File: config.mk
export PLATFORM = sky130hd
export DESIGN_NAME = ext_alu_top
export DESIGN_NICKNAME = d
export VERILOG_FILES = /design/src/ext_alu_pkg.sv /design/src/ext_alu_top.sv /design/src/ext_alu_core.sv
export SDC_FILE = /design/constraint.sdc
export NUM_CORES = 2
export LEC_CHECK = 0
export BUFFER_PORTS_ARGS = -buffer_cell sky130_fd_sc_hd__clkbuf_2
export CORE_ASPECT_RATIO = 0.8
export CORE_MARGIN = 2
export CORE_UTILIZATION = 34
export CTS_BUF_LIST = sky130_fd_sc_hd__clkbuf_16
export DETAILED_ROUTE_END_ITERATION = 12
export PLACE_DENSITY = 0.48
export SYNTH_ARGS = -nofsm -noshare
export SYNTH_HDL_FRONTEND = slang
export SYNTH_SLANG_ARGS = --single-unit
File: constraint.sdc
create_clock -name clk_i -period 19.8 [get_ports clk_i]
set_clock_uncertainty 0.05 [all_clocks]
set_input_delay 1.98 -clock clk_i [delete_from_list [all_inputs] [get_ports clk_i]]
set_output_delay 1.98 -clock clk_i [all_outputs]
set_load 0.02 [all_outputs]
File: src/ext_alu_pkg.sv
// Package: opcodes, flag layout, register map and reset values for the extended ALU
package ext_alu_pkg;
   // ==========================================================
   // Operations
   typedef enum logic [4:0] {
      OP_ADC_ACC, OP_ADC_MEM, OP_ADD_ACC, OP_ADD_MEM,
      OP_AND_ACC, OP_AND_MEM, OP_OR_ACC, OP_OR_MEM,
      OP_CLR, OP_CLR_BIT, OP_CPL_MEM, OP_CPL_ACC,
      OP_DAA, OP_DEC_MEM, OP_DEC_ACC, OP_INC_MEM, OP_INC_ACC,
      OP_MOV_TO_ACC, OP_MOV_TO_MEM, OP_RL_MEM, OP_RL_ACC,
      OP_RLC_MEM, OP_RLC_ACC, OP_NOP
   } op_t;

   // ==========================================================
   // Status flags
   typedef struct packed {
      logic signed_range_exceeded_flag;
      logic zero_flag;
      logic half_carry_flag;
      logic carry_flag;
      logic signed_compare_flag;
   } flags_t;

   // ==========================================================
   // Result of one operation
   typedef struct packed {
      logic [7:0] value;
      logic to_acc;
      logic to_mem;
      flags_t flags;
   } alu_res_t;

   // ==========================================================
   // Register map (byte offsets on the bus, one 32-bit register every 4)
   localparam logic [3:0] REG_CMD_OFS = 4'h0;
   localparam logic [3:0] REG_ACC_OFS = 4'h4;
   localparam logic [3:0] REG_FLAGS_OFS = 4'h8;
   localparam logic [3:0] REG_STAT_OFS = 4'hC;
   localparam int CMD_OP_LSB = 0;
   localparam int CMD_BIT_LSB = 8;
   localparam int CMD_ADDR_LSB = 16;
   localparam int STAT_BUSY_BIT = 0;
   localparam logic [7:0] ACC_RESET = 8'h00;
   localparam flags_t FLAGS_RESET = '0;
   localparam logic [3:0] BCD_LIMIT = 4'h9;
   localparam logic [7:0] BCD_ADJ_LO = 8'h06;
   localparam logic [7:0] BCD_ADJ_HI = 8'h60;
   localparam logic [7:0] CLEAR_VALUE = 8'h00;
endpackage

File: src/ext_alu_top.sv
// Extended-instruction datapath with data memory and Wishbone register access
// Operation
// [RQ1] Any data memory byte reachable directly
// [RQ2] Add with carry, five arithmetic flags
// [RQ3] Add without carry, same flag set
// [RQ4] AND to acc or memory, zero only
// [RQ5] OR to acc or memory, zero only
// [RQ6] Clear byte to zero, flags kept
// [RQ7] Clear selected bit only, flags kept
// [RQ8] Invert byte, zero flag, two destinations
// [RQ9] Decimal adjust acc into memory, carry only
// [RQ10] Decrement byte, zero flag only
// [RQ11] Increment byte, zero flag only
// [RQ12] Load memory into acc, flags kept
// [RQ13] Store acc into memory, flags kept
// [RQ14] Rotate left, bit7 into bit0, no flags
// [RQ15] Rotate left through carry, carry only
// [RQ16] Zero on zero result, carry from bit7
//
// The register addresses and register access over Wishbone were left to the implementer.
`timescale 1ns/1ps
module ext_alu_top #(
   parameter int ADDR_W = 8
) (
   // Clock and reset
   input wire logic clk_i,
   input wire logic rst_i,
   // Wishbone slave
   input wire logic cyc_i,
   input wire logic stb_i,
   input wire logic we_i,
   input wire logic [3:0] adr_i,
   input wire logic [3:0] sel_i,
   input wire logic [31:0] dat_i,
   output logic [31:0] dat_o,
   output logic ack_o,
   // Core state
   output logic [7:0] acc_o,
   output ext_alu_pkg::flags_t flags_o,
   output logic done_o
);
   import ext_alu_pkg::*;

   // Address must fit the command word above its address field
   if (ADDR_W < 1 || ADDR_W > 16) begin : g_bad_addr_w
      $error("ADDR_W must be 1 to 16");
   end

   // ==========================================================
   // State
   typedef enum {S_IDLE, S_EXEC, S_DONE} state_t;
   state_t state_q;
   logic [7:0] mem_q [2**ADDR_W];
   logic [7:0] acc_q;
   flags_t flags_q;
   op_t op_q;
   logic [2:0] bit_q;
   logic [ADDR_W-1:0] addr_q;
   logic [7:0] mem_rd_q;
   logic ack_q;
   logic [31:0] dat_q;
   logic done_q;
   alu_res_t res_w;

   // ==========================================================
   // Bus decode
   wire req_w = cyc_i && stb_i && !ack_q;
   wire wr_w = req_w && we_i;
   wire hit_cmd_w = (adr_i == REG_CMD_OFS);
   wire hit_acc_w = (adr_i == REG_ACC_OFS);
   wire hit_flg_w = (adr_i == REG_FLAGS_OFS);
   wire hit_sta_w = (adr_i == REG_STAT_OFS);
   wire busy_w = (state_q != S_IDLE);
   wire cmd_go_w = wr_w && hit_cmd_w && sel_i[0] && !busy_w;
   wire [ADDR_W-1:0] cmd_addr_w = dat_i[CMD_ADDR_LSB +: ADDR_W];
   wire [31:0] rd_w;
   assign rd_w = hit_cmd_w ? {16'h0000, 5'h00, bit_q, 3'h0, op_q} :
                 hit_acc_w ? {24'h000000, acc_q} :
                 hit_flg_w ? {27'h0000000, flags_q} :
                 hit_sta_w ? {31'h00000000, busy_w} :
                 32'h00000000;

   ext_alu_core u_core (
      .op_i(op_q),
      .bit_sel_i(bit_q),
      .acc_i(acc_q),
      .mem_i(mem_rd_q),
      .flags_i(flags_q),
      .res_o(res_w)
   );

   // ==========================================================
   // Bus answer, one cycle after request
   always_ff @(posedge clk_i) begin
      if (rst_i) begin
         ack_q <= 1'b0;
         dat_q <= 32'h00000000;
      end else begin
         ack_q <= req_w;
         dat_q <= rd_w;
      end
   end

   // ==========================================================
   // Sequencer: fetch operand, execute, write back
   always_ff @(posedge clk_i) begin
      if (rst_i) begin
         state_q <= S_IDLE;
         op_q <= OP_NOP;
         bit_q <= 3'h0;
         addr_q <= '0;
         mem_rd_q <= 8'h00;
         done_q <= 1'b0;
      end else begin
         done_q <= 1'b0;
         case (state_q)
            S_IDLE: begin
               if (cmd_go_w) begin
                  op_q <= op_t'(dat_i[CMD_OP_LSB +: 5]);
                  bit_q <= dat_i[CMD_BIT_LSB +: 3];
                  addr_q <= cmd_addr_w; // RQ1
                  state_q <= S_EXEC;
               end
            end
            S_EXEC: begin
               mem_rd_q <= mem_q[addr_q]; // RQ1
               state_q <= S_DONE;
            end
            default: begin
               done_q <= 1'b1;
               state_q <= S_IDLE;
            end
         endcase
      end
   end

   wire commit_w = (state_q == S_DONE);

   // ==========================================================
   // Architectural state update
   always_ff @(posedge clk_i) begin
      if (rst_i) begin
         acc_q <= ACC_RESET;
         flags_q <= FLAGS_RESET;
      end else if (commit_w) begin
         if (res_w.to_acc) begin
            acc_q <= res_w.value;
         end
         flags_q <= res_w.flags; // RQ16
      end else if (wr_w && hit_acc_w && sel_i[0] && !busy_w) begin
         acc_q <= dat_i[7:0];
      end else if (wr_w && hit_flg_w && sel_i[0] && !busy_w) begin
         flags_q <= flags_t'(dat_i[4:0]);
      end
   end

   always_ff @(posedge clk_i) begin
      if (commit_w && res_w.to_mem) begin
         mem_q[addr_q] <= res_w.value; // RQ1
      end
   end

   // ==========================================================
   // Outputs
   assign dat_o = dat_q;
   assign ack_o = ack_q;
   assign acc_o = acc_q;
   assign flags_o = flags_q;
   assign done_o = done_q;

   // ==========================================================
   // Checks
   AST_ADD_ZERO: assert property (@(posedge clk_i) disable iff (rst_i) // RQ16
      commit_w && op_q == OP_ADD_ACC |=> acc_q == 8'h00 |-> flags_q.zero_flag)
      else $error("zero flag wrong after add");
   AST_ADC_SUM: assert property (@(posedge clk_i) disable iff (rst_i) // RQ2
      commit_w && op_q == OP_ADC_ACC |=>
      acc_q == 8'($past(acc_q) + $past(mem_rd_q) + {7'h00, $past(flags_q.carry_flag)}))
      else $error("add with carry result wrong");
   AST_ADD_CARRY: assert property (@(posedge clk_i) disable iff (rst_i) // RQ3
      commit_w && op_q == OP_ADD_ACC |=>
      flags_q.carry_flag == (({1'b0, $past(acc_q)} + {1'b0, $past(mem_rd_q)}) > 9'h0FF))
      else $error("add carry wrong");
   AST_AND_FLAGS: assert property (@(posedge clk_i) disable iff (rst_i) // RQ4
      commit_w && op_q == OP_AND_MEM |=> acc_q == $past(acc_q) &&
      flags_q.carry_flag == $past(flags_q.carry_flag))
      else $error("and to memory touched acc or carry");
   AST_OR_ACC: assert property (@(posedge clk_i) disable iff (rst_i) // RQ5
      commit_w && op_q == OP_OR_ACC |=> acc_q == ($past(acc_q) | $past(mem_rd_q)))
      else $error("or result wrong");
   AST_CLR_FLAGS: assert property (@(posedge clk_i) disable iff (rst_i) // RQ6
      commit_w && (op_q == OP_CLR || op_q == OP_CLR_BIT) |=> $stable(flags_q))
      else $error("clear changed flags");
   AST_CLR_BIT: assert property (@(posedge clk_i) disable iff (rst_i) // RQ7
      commit_w && op_q == OP_CLR_BIT |-> res_w.value[bit_q] == 1'b0 &&
      (res_w.value | (8'h01 << bit_q)) == (mem_rd_q | (8'h01 << bit_q)))
      else $error("bit clear wrong");
   AST_CPL_ACC: assert property (@(posedge clk_i) disable iff (rst_i) // RQ8
      commit_w && op_q == OP_CPL_ACC |=> acc_q == ~$past(mem_rd_q))
      else $error("invert to acc wrong");
   AST_DAA_MEM: assert property (@(posedge clk_i) disable iff (rst_i) // RQ9
      commit_w && op_q == OP_DAA |-> !res_w.to_acc && res_w.to_mem &&
      res_w.flags.zero_flag == flags_q.zero_flag)
      else $error("decimal adjust destination or flags wrong");
   AST_DEC_ACC: assert property (@(posedge clk_i) disable iff (rst_i) // RQ10
      commit_w && op_q == OP_DEC_ACC |=> acc_q == 8'($past(mem_rd_q) - 8'h01))
      else $error("decrement to acc wrong");
   AST_INC_ACC: assert property (@(posedge clk_i) disable iff (rst_i) // RQ11
      commit_w && op_q == OP_INC_ACC |=> acc_q == 8'($past(mem_rd_q) + 8'h01))
      else $error("increment to acc wrong");
   AST_MOV_ACC: assert property (@(posedge clk_i) disable iff (rst_i) // RQ12
      commit_w && op_q == OP_MOV_TO_ACC |=> acc_q == $past(mem_rd_q) && $stable(flags_q))
      else $error("load move wrong");
   AST_MOV_MEM: assert property (@(posedge clk_i) disable iff (rst_i) // RQ13
      commit_w && op_q == OP_MOV_TO_MEM |-> res_w.value == acc_q && res_w.to_mem)
      else $error("store move wrong");
   AST_RL_ACC: assert property (@(posedge clk_i) disable iff (rst_i) // RQ14
      commit_w && op_q == OP_RL_ACC |=> acc_q == {$past(mem_rd_q[6:0]), $past(mem_rd_q[7])})
      else $error("rotate left wrong");
   AST_RLC_C: assert property (@(posedge clk_i) disable iff (rst_i) // RQ15
      commit_w && op_q == OP_RLC_ACC |=> flags_q.carry_flag == $past(mem_rd_q[7]) &&
      acc_q[0] == $past(flags_q.carry_flag))
      else $error("rotate through carry wrong");
   AST_CMD_SPAN: assert property (@(posedge clk_i) disable iff (rst_i) // RQ1
      cmd_go_w |=> state_q == S_EXEC ##1 state_q == S_DONE ##1 done_q)
      else $error("command sequence timing wrong");
   AST_ADD_MEM_KEEP: assert property (@(posedge clk_i) disable iff (rst_i) // RQ2 RQ3
      commit_w && (op_q == OP_ADD_MEM || op_q == OP_ADC_MEM) |=> acc_q == $past(acc_q))
      else $error("add to memory touched acc");
   AST_AND_ZERO: assert property (@(posedge clk_i) disable iff (rst_i) // RQ4
      commit_w && op_q == OP_AND_ACC |=> flags_q.zero_flag == (acc_q == 8'h00) &&
      $stable(flags_q.carry_flag))
      else $error("and zero flag wrong");
   AST_CLR_MEM: assert property (@(posedge clk_i) disable iff (rst_i) // RQ6
      commit_w && op_q == OP_CLR |-> res_w.to_mem && !res_w.to_acc && res_w.value == 8'h00)
      else $error("clear byte wrong");
   AST_CPL_MEM: assert property (@(posedge clk_i) disable iff (rst_i) // RQ8
      commit_w && op_q == OP_CPL_MEM |=> acc_q == $past(acc_q) &&
      flags_q.zero_flag == ($past(mem_rd_q) == 8'hFF))
      else $error("invert to memory wrong");
   AST_INC_MEM: assert property (@(posedge clk_i) disable iff (rst_i) // RQ11
      commit_w && op_q == OP_INC_MEM |-> res_w.to_mem && !res_w.to_acc &&
      res_w.value == 8'(mem_rd_q + 8'h01))
      else $error("increment to memory wrong");
   AST_DEC_MEM: assert property (@(posedge clk_i) disable iff (rst_i) // RQ10
      commit_w && op_q == OP_DEC_MEM |=> acc_q == $past(acc_q) &&
      flags_q.zero_flag == ($past(mem_rd_q) == 8'h01))
      else $error("decrement to memory wrong");
   AST_RL_FLAGS: assert property (@(posedge clk_i) disable iff (rst_i) // RQ14
      commit_w && (op_q == OP_RL_MEM || op_q == OP_RL_ACC) |=> $stable(flags_q))
      else $error("rotate left changed flags");
   AST_C_ONLY: assert property (@(posedge clk_i) disable iff (rst_i) // RQ9 RQ15
      commit_w && op_q inside {OP_DAA, OP_RLC_MEM, OP_RLC_ACC} |=>
      $stable(flags_q.zero_flag) && $stable(flags_q.half_carry_flag) &&
      $stable(flags_q.signed_range_exceeded_flag) && $stable(flags_q.signed_compare_flag))
      else $error("flag other than carry changed");
endmodule

File: src/ext_alu_core.sv
// Combinational datapath for the extended instruction group
`timescale 1ns/1ps
module ext_alu_core (
   // Operation
   input wire ext_alu_pkg::op_t op_i,
   input wire logic [2:0] bit_sel_i,
   // Operands
   input wire logic [7:0] acc_i,
   input wire logic [7:0] mem_i,
   input wire ext_alu_pkg::flags_t flags_i,
   // Result
   output ext_alu_pkg::alu_res_t res_o
);
   import ext_alu_pkg::*;

   // ==========================================================
   // Adder with flag generation
   function automatic flags_t add_flags(input logic [7:0] a, input logic [7:0] b,
                                        input logic ci, input flags_t f);
      logic [8:0] s;
      logic [4:0] h;
      flags_t r;
      s = {1'b0, a} + {1'b0, b} + {8'h00, ci};
      h = {1'b0, a[3:0]} + {1'b0, b[3:0]} + {4'h0, ci};
      r = f;
      r.carry_flag = s[8];
      r.half_carry_flag = h[4];
      r.zero_flag = (s[7:0] == 8'h00);
      r.signed_range_exceeded_flag = (a[7] == b[7]) && (s[7] != a[7]);
      r.signed_compare_flag = s[7] ^ r.signed_range_exceeded_flag;
      return r;
   endfunction

   wire [7:0] sum_w = acc_i + mem_i + {7'h00, flags_i.carry_flag};
   wire [7:0] sum_nc_w = acc_i + mem_i;
   wire [7:0] and_w = acc_i & mem_i;
   wire [7:0] or_w = acc_i | mem_i;
   wire [7:0] cpl_w = ~mem_i;
   wire [7:0] dec_w = mem_i - 8'h01;
   wire [7:0] inc_w = mem_i + 8'h01;
   wire [7:0] rl_w = {mem_i[6:0], mem_i[7]};
   wire [7:0] rlc_w = {mem_i[6:0], flags_i.carry_flag};
   wire [7:0] clr_bit_w = mem_i & ~(8'h01 << bit_sel_i);
   wire adj_lo_w = (acc_i[3:0] > BCD_LIMIT) || flags_i.half_carry_flag;
   wire adj_hi_w = (acc_i[7:4] > BCD_LIMIT) || flags_i.carry_flag;
   wire [8:0] daa_w = {1'b0, acc_i} + {1'b0, (adj_lo_w ? BCD_ADJ_LO : 8'h00)}
                      + {1'b0, (adj_hi_w ? BCD_ADJ_HI : 8'h00)};

   function automatic flags_t z_only(input logic [7:0] v, input flags_t f);
      flags_t r;
      r = f;
      r.zero_flag = (v == 8'h00);
      return r;
   endfunction

   // ==========================================================
   // Operation select
   always_comb begin
      res_o = '{value: 8'h00, to_acc: 1'b0, to_mem: 1'b0, flags: flags_i};
      case (op_i)
         OP_ADC_ACC, OP_ADC_MEM: begin
            res_o.value = sum_w; // RQ2
            res_o.flags = add_flags(acc_i, mem_i, flags_i.carry_flag, flags_i); // RQ2 RQ16
            res_o.to_acc = (op_i == OP_ADC_ACC);
            res_o.to_mem = (op_i == OP_ADC_MEM);
         end
         OP_ADD_ACC, OP_ADD_MEM: begin
            res_o.value = sum_nc_w; // RQ3
            res_o.flags = add_flags(acc_i, mem_i, 1'b0, flags_i); // RQ3 RQ16
            res_o.to_acc = (op_i == OP_ADD_ACC);
            res_o.to_mem = (op_i == OP_ADD_MEM);
         end
         OP_AND_ACC, OP_AND_MEM: begin
            res_o.value = and_w; // RQ4
            res_o.flags = z_only(and_w, flags_i); // RQ4 RQ16
            res_o.to_acc = (op_i == OP_AND_ACC);
            res_o.to_mem = (op_i == OP_AND_MEM);
         end
         OP_OR_ACC, OP_OR_MEM: begin
            res_o.value = or_w; // RQ5
            res_o.flags = z_only(or_w, flags_i); // RQ5 RQ16
            res_o.to_acc = (op_i == OP_OR_ACC);
            res_o.to_mem = (op_i == OP_OR_MEM);
         end
         OP_CLR: begin
            res_o.value = CLEAR_VALUE; // RQ6
            res_o.to_mem = 1'b1;
         end
         OP_CLR_BIT: begin
            res_o.value = clr_bit_w; // RQ7
            res_o.to_mem = 1'b1;
         end
         OP_CPL_MEM, OP_CPL_ACC: begin
            res_o.value = cpl_w; // RQ8
            res_o.flags = z_only(cpl_w, flags_i); // RQ8
            res_o.to_acc = (op_i == OP_CPL_ACC);
            res_o.to_mem = (op_i == OP_CPL_MEM);
         end
         OP_DAA: begin
            res_o.value = daa_w[7:0]; // RQ9
            res_o.flags.carry_flag = flags_i.carry_flag | daa_w[8]; // RQ9
            res_o.to_mem = 1'b1;
         end
         OP_DEC_MEM, OP_DEC_ACC: begin
            res_o.value = dec_w; // RQ10
            res_o.flags = z_only(dec_w, flags_i); // RQ10
            res_o.to_acc = (op_i == OP_DEC_ACC);
            res_o.to_mem = (op_i == OP_DEC_MEM);
         end
         OP_INC_MEM, OP_INC_ACC: begin
            res_o.value = inc_w; // RQ11
            res_o.flags = z_only(inc_w, flags_i); // RQ11
            res_o.to_acc = (op_i == OP_INC_ACC);
            res_o.to_mem = (op_i == OP_INC_MEM);
         end
         OP_MOV_TO_ACC: begin
            res_o.value = mem_i; // RQ12
            res_o.to_acc = 1'b1;
         end
         OP_MOV_TO_MEM: begin
            res_o.value = acc_i; // RQ13
            res_o.to_mem = 1'b1;
         end
         OP_RL_MEM, OP_RL_ACC: begin
            res_o.value = rl_w; // RQ14
            res_o.to_acc = (op_i == OP_RL_ACC);
            res_o.to_mem = (op_i == OP_RL_MEM);
         end
         OP_RLC_MEM, OP_RLC_ACC: begin
            res_o.value = rlc_w; // RQ15
            res_o.flags.carry_flag = mem_i[7]; // RQ15
            res_o.to_acc = (op_i == OP_RLC_ACC);
            res_o.to_mem = (op_i == OP_RLC_MEM);
         end
         default: begin
            res_o.value = 8'h00;
         end
      endcase
   end
endmodule

======== Word level (Yosys, flattened, before mapping) ========
Memories as Yosys holds them, arrays and structs flattened. A register that Yosys moved wholly into a read port is not among the register bits.
Index checks and enable logic that the tools add are counted.
cells by class
  mux-type cells .......................... 23
  $add $sub $neg .......................... 10
  reduce and logical (&&, ||, !) cells .... 51
  shift operators ......................... 1
  eq/ne operators ......................... 41
  bitwise operators ....................... 8
  magnitude comparators ................... 2
operators by type and width
  cell                   number
  $pmux W8 S13           1
  $pmux W32 S2           1
  $logic_not A8 Y1       7
  $eq A5 B4 Y1 const B   8
  $eq A5 B5 Y1 const B   7
  $eq A32 B1 Y1 const B  1
  $eq A32 B3 Y1 const B  1
  $logic_not A32 Y1      1
  $mux W32               1
  $mux W8                4
  $reduce_bool A32 Y1    1
  $reduce_or A2 Y1       11
  $pmux W3 S7            1
  $eq A5 B3 Y1 const B   4
  $mux W5                4
  $pmux W1 S10           2
  $add A8 B8 Y9          2
  $and A8 B8 Y8          2
  $ne A2 B2 Y1 const B   8
  $not A8 Y8             2
  $logic_and A1 B1 Y1    15
  $mux W11               1
  $eq A5 B2 Y1 const B   2
  $add A9 B1 Y9          1
  34 further kinds       48
word-level totals
  RAM bits ................................ 2048
  input bits .............................. 45
  logic and storage cells ................. 152
  output and inout bits ................... 47
  register bits after elaboration ......... 95
  memories kept ........................... 1
memory list
  name   depth  bits a word  read ports  clocked after memory_dff  wr ports  RTL line           text
  mem_q  256    8            1           1                         1         ext_alu_top.sv:53  logic [7:0] mem_q [2**ADDR_W];

======== Longest topological paths before layout ========
  word-level depth ........................ 9
  gate-level depth with buffers ........... 13
  depth with buffers taken out ............ 12

======== Cells and area by module ========
From an unflattened synthesis, not the netlist that was laid out.
second synthesis, totals
  cells, all modules ...................... 4247
  area, all modules ....................... 84287.1 µm²
by module, submodules not included
  module        sequential area each (µm²)  area each (µm²)  instances  cells each
  ext_alu_top   62540.0                     81824.7          1          3874
  ext_alu_core  0.0                         2462.4           1          373

======== Worst setup path before layout ========
No wires, ideal clock.
  path type ............................... register -> register
  start point ............................. reg mem_rd_q[2] (read register of mem_q)
  end point ............................... mem mem_q[0][5], data pin
  arrival time ............................ 12720 ps
  slack ................................... 4786 ps
  stages on the path, launching flop included .. 9
  library setup time ...................... 2244 ps
  path buffers ............................ 1
  data required time ...................... 17506 ps
  clock period less this slack ............ 15014 ps
  cell sequence ........................... dfxtp_1 -> clkbuf_1 -> inv_1 -> ha_1 -> a211oi_1 -> nor2_1 -> nor4b_2 -> a2bb2oi_1 -> o31ai_1
RTL lines
  what                RTL line           text
  start: declaration  ext_alu_top.sv:59  logic [7:0] mem_rd_q;
  end: declaration    ext_alu_top.sv:53

==> results.md <==
Timing:
- The worst path uses approximately 32% of the clock period.
- The final count of hold timing violations is 0.
- Setup repair after global routing left no endpoint under its margin.
- The final setup TNS is 0 ps.
- The shortest clock period the worst path allows after layout is roughly 6400 ps.
- Timing would allow up to between 0.15 and 0.2 GHz.
- The final max-slew violation count is 0.
- Setup violations remaining at the end of the flow were counted as 0.
- The slew at the pin closest to its max-slew limit is roughly 1300 ps.
- Headroom to the max-slew limit came out at between 10 and 15%.

Critical path:
- The startpoint of the worst register-to-register path is mem_rd_q[2].
- Data on the critical path arrives at its endpoint at roughly 6900 ps.
- Among the stages of the critical path, the cell type that occurs most often is buf_4.
- Tracing the worst setup path back leads to its startpoint at mem_rd_q[2].
- The worst setup path is launched from a flip-flop.
- Traced cell by cell, the critical path runs through inv_1 > ha_1 > a211oi_1 > nor2_1 > nor4b_2 > a2bb2oi_1 > o31ai_4 > buf_4 > buf_4 > buf_4.
- The sum of buffers and inverters on the critical path is 4.
- The largest incremental delay on the critical path is 940 ps.
- Among all stages on the critical path, the largest delay is contributed by buf_4.
- Broken down by cell family, the worst path's largest delay share belongs to buffers and inverters.
- By startpoint and endpoint, the worst setup path is classified as flip-flop to flip-flop.
- The required time at the endpoint of the critical path is 20230 ps.
- The biggest fanout along the worst timing path is 93.
- The category of the worst setup path capture point is a flip-flop.

Synth:
- The top cell type by area accounts for 73.3% of the synthesized area.
- The mapped netlist covers 83900 um^2.
- After synthesis, flip-flops and latches occupy about three quarters of the total area.
- Yosys attributes the largest share of cell area to edfxtp_1, mux4_2, nor2_1.
- The async set-or-reset flop fraction in the synthesized netlist is 0%.
- The largest total area in the synthesized netlist belongs to edfxtp_1.
- The distinct cell type count after synthesis is 86.
- edfxtp_1 is the most common cell in the netlist.
- Sorting the synthesized cells by how often they occur yields edfxtp_1, mux4_2, nor2_1, nand2_1, clkbuf_1.
- The synthesized area per cell is 20.7 um^2.
- The count of state elements after synthesis is 2100.
- The primary flip-flop cell chosen by synthesis mapping is edfxtp_1.
- Counting flops with a built-in enable in the synthesized netlist gives slightly above 2000.
- The count of mapped cells out of synthesis is roughly 4100.
- The number of warnings issued by yosys is 0.

CTS:
- The root buffer cell is clkbuf_16.
- TritonCTS built the clock tree.
- No sink is reached through more buffers than the 4 on the longest clock path.
- The later-pin clock latency in the skew report is 870 ps.
- CTS saw 2100 sinks.
- The H-tree generated during clock tree synthesis spans 4 levels.
- The number of buffers added for setup after CTS is 0.
- For this design, the CTS-stage hold fixing added 0 buffers.
- Clock-pin slew was measured on the worst setup and hold paths at about 60 ps.
- In this run, post-CTS repair resized a total of 0 instances.
- In this run, CTS created clock tree buffers numbering 209.

Floorplan:
- The x dimension of the die is 559 um.
- In this run the vertical extent of the chip is 448 um.
- During I/O placement, the number of pins put on the boundary was 92.
- The count of standard-cell rows is around 160.
- The floorplan step defined a core boundary enclosing 246000 um^2.
- The die covers 251000 um^2.
- For this configuration, the core starts out at a cell density of 34.1%.

Cells and area:
- The final standard cell count with taps included and fillers excluded is roughly 7600.
- From synthesis to final layout, the design area changed by 12.5%.
- The ratio of cells with drive above 1 in the final layout is 24.8%.
- The layout net count is between 4000 and 5000.

Route:
- The remaining antenna violation count is 0.
- The detailed router finished its first iteration with around 4700 violations.
- The final route contains between 40000 and 50000 vias.
- The detailed-route DRC error count is 0.
- The total wire length is 235 mm.
- The first detailed-routing pass took 7 iterations.
- After detailed routing, the average wire length per cell comes to 30.8 um.
- The via count normalized by instance count is 5.46.

Placed design:
- Port buffering added 54 buffers.
- Including well taps, the total number of placed cells is 7267.
- The detailed placer's ending HPWL is 143 mm.
- Routability-driven placement finished with a final weighted congestion of 0.838.

Power:
- In this run the power density over the cells is 91.7 nW/um^2.
- The leakage power summed over all cells is 27.3 nW.
- IR analysis of the VDD net gives a maximum drop of 65.4 uV.

GRT:
- The initial antenna violation count came to 15.
- Global routing used 18.5% of the available tracks.
- For this run the aggregate overflow at the end of global routing stands at 0.
- The global-route wire length before repair is 329 mm.
- Entering global routing, the biggest net connects 193 pins.
- The via count of the first global-routing pass is just over 40000.

Min path:
- The path class of the tightest hold or removal check is flip-flop to flip-flop.
- In this run the most critical hold path is launched from addr_q[7].

Outcome:
- The flow ran to the end, and the final reports show no timing, DRC or antenna violations.

Job:
- The max-capacitance violation count is 0.
-- registers in the layout (all words and copies together), names as in the netlist, 2 cells and up --
signal and flops:
bit_q 3, op_q 5, acc_o 8, addr_q 8
state_q 2, dat_o 11, mem_q 2048, flags_o 5
mem_rd_q 8
-- report_power, final --
| part | total [mW] | internal (mW) | switching, mW |
|---|---|---|---|
| clock | 3.82 | 2.14 | 1.68 |
| sequential | 4.80 | 4.80 | 0.000948 |
| combinational | 0.0313 | 0.00977 | 0.0215 |
-- per-layer routing --
metal	vias up	share of wire, %	global-route usage [%]
met2	1448	45	28.1
met1	22800	46	27.9
met5	-	0	0
met3	291	6.3	3.04
li1	17100	-	-
met4	0	2.0	3.99
-- layout make-up --
type                            count  area (um^2)
Antenna cell                        1         2.50
Clock buffer                      211         5280
Clock inverter                    151         1120
Fill cell                       22300       152000
Inverter                           29          116
Multi-Input combinational cell   1691        20100
Sequential cell                  2100        62600
Tap cell                         3300         4130
Timing Repair Buffer              147         1040
-- cells in the final DEF, fill, tap and decap left out, drive strengths merged, types with 21 or more instances in the layout --
master,netlist,final
mux4,607,607
nor2b,30,30
nand3,46,46
mux2i,50,50
o21ai,32,32
nor3,32,32
edfxtp,2048,2048
clkinv,1,73
dfxtp,52,52
a22oi,32,32
ha,26,26
nand2,132,132
a21oi,58,58
conb,1,21
nor2,320,320
buf,137,93
inv,28,83
clkbuf,124,265
-- worst min-delay path, stage by stage (launching register included) --
cell     delay [ps]
dfxtp_1         340
nand2_1          70
a21oi_1          50
-- worst paths after layout --
check / end / slack [ps] / cells after the start
setup / recovery: mem_q[224][5] / 13370 / 10
hold / removal: addr_q[7] / 460 / 2
setup reg to reg: mem_q[224][5] / 13370 / 10
hold reg to reg: addr_q[7] / 460 / 2
-- through the flow --
step                      hold slack [ps]  area [um^2]  worst slack, ps  utilization [%]  power [mW]
final                                 461        94400            13370             38.4        8.66
after global placement                453        88000            13620             35.8        4.93
after floorplan                       432        83900             4790                -        4.92
after CTS                             473        94400            13380             38.4        8.73
after global routing                  483        94400            12870             38.4        8.90
after detailed placement              464        88000            13390             35.8        4.93
-- cells by family (layout without fill, tap and decap cells) --
logic type / after synthesis / in the layout / share of synthesized area, %
buffers and inverters: 290 / 538 / 1.66
other: 1 / 22 / 0.00447
AOI/OAI and AO/OA: 291 / 291 / 2.51
muxes: 660 / 660 / 16.9
DFF: 2100 / 2100 / 74.6
adders and majority gates: 28 / 28 / 0.436
and+or+nand+nor: 668 / 668 / 3.63
xor gates and xnor gates: 23 / 23 / 0.249
(Power assumes the default switching activity.)
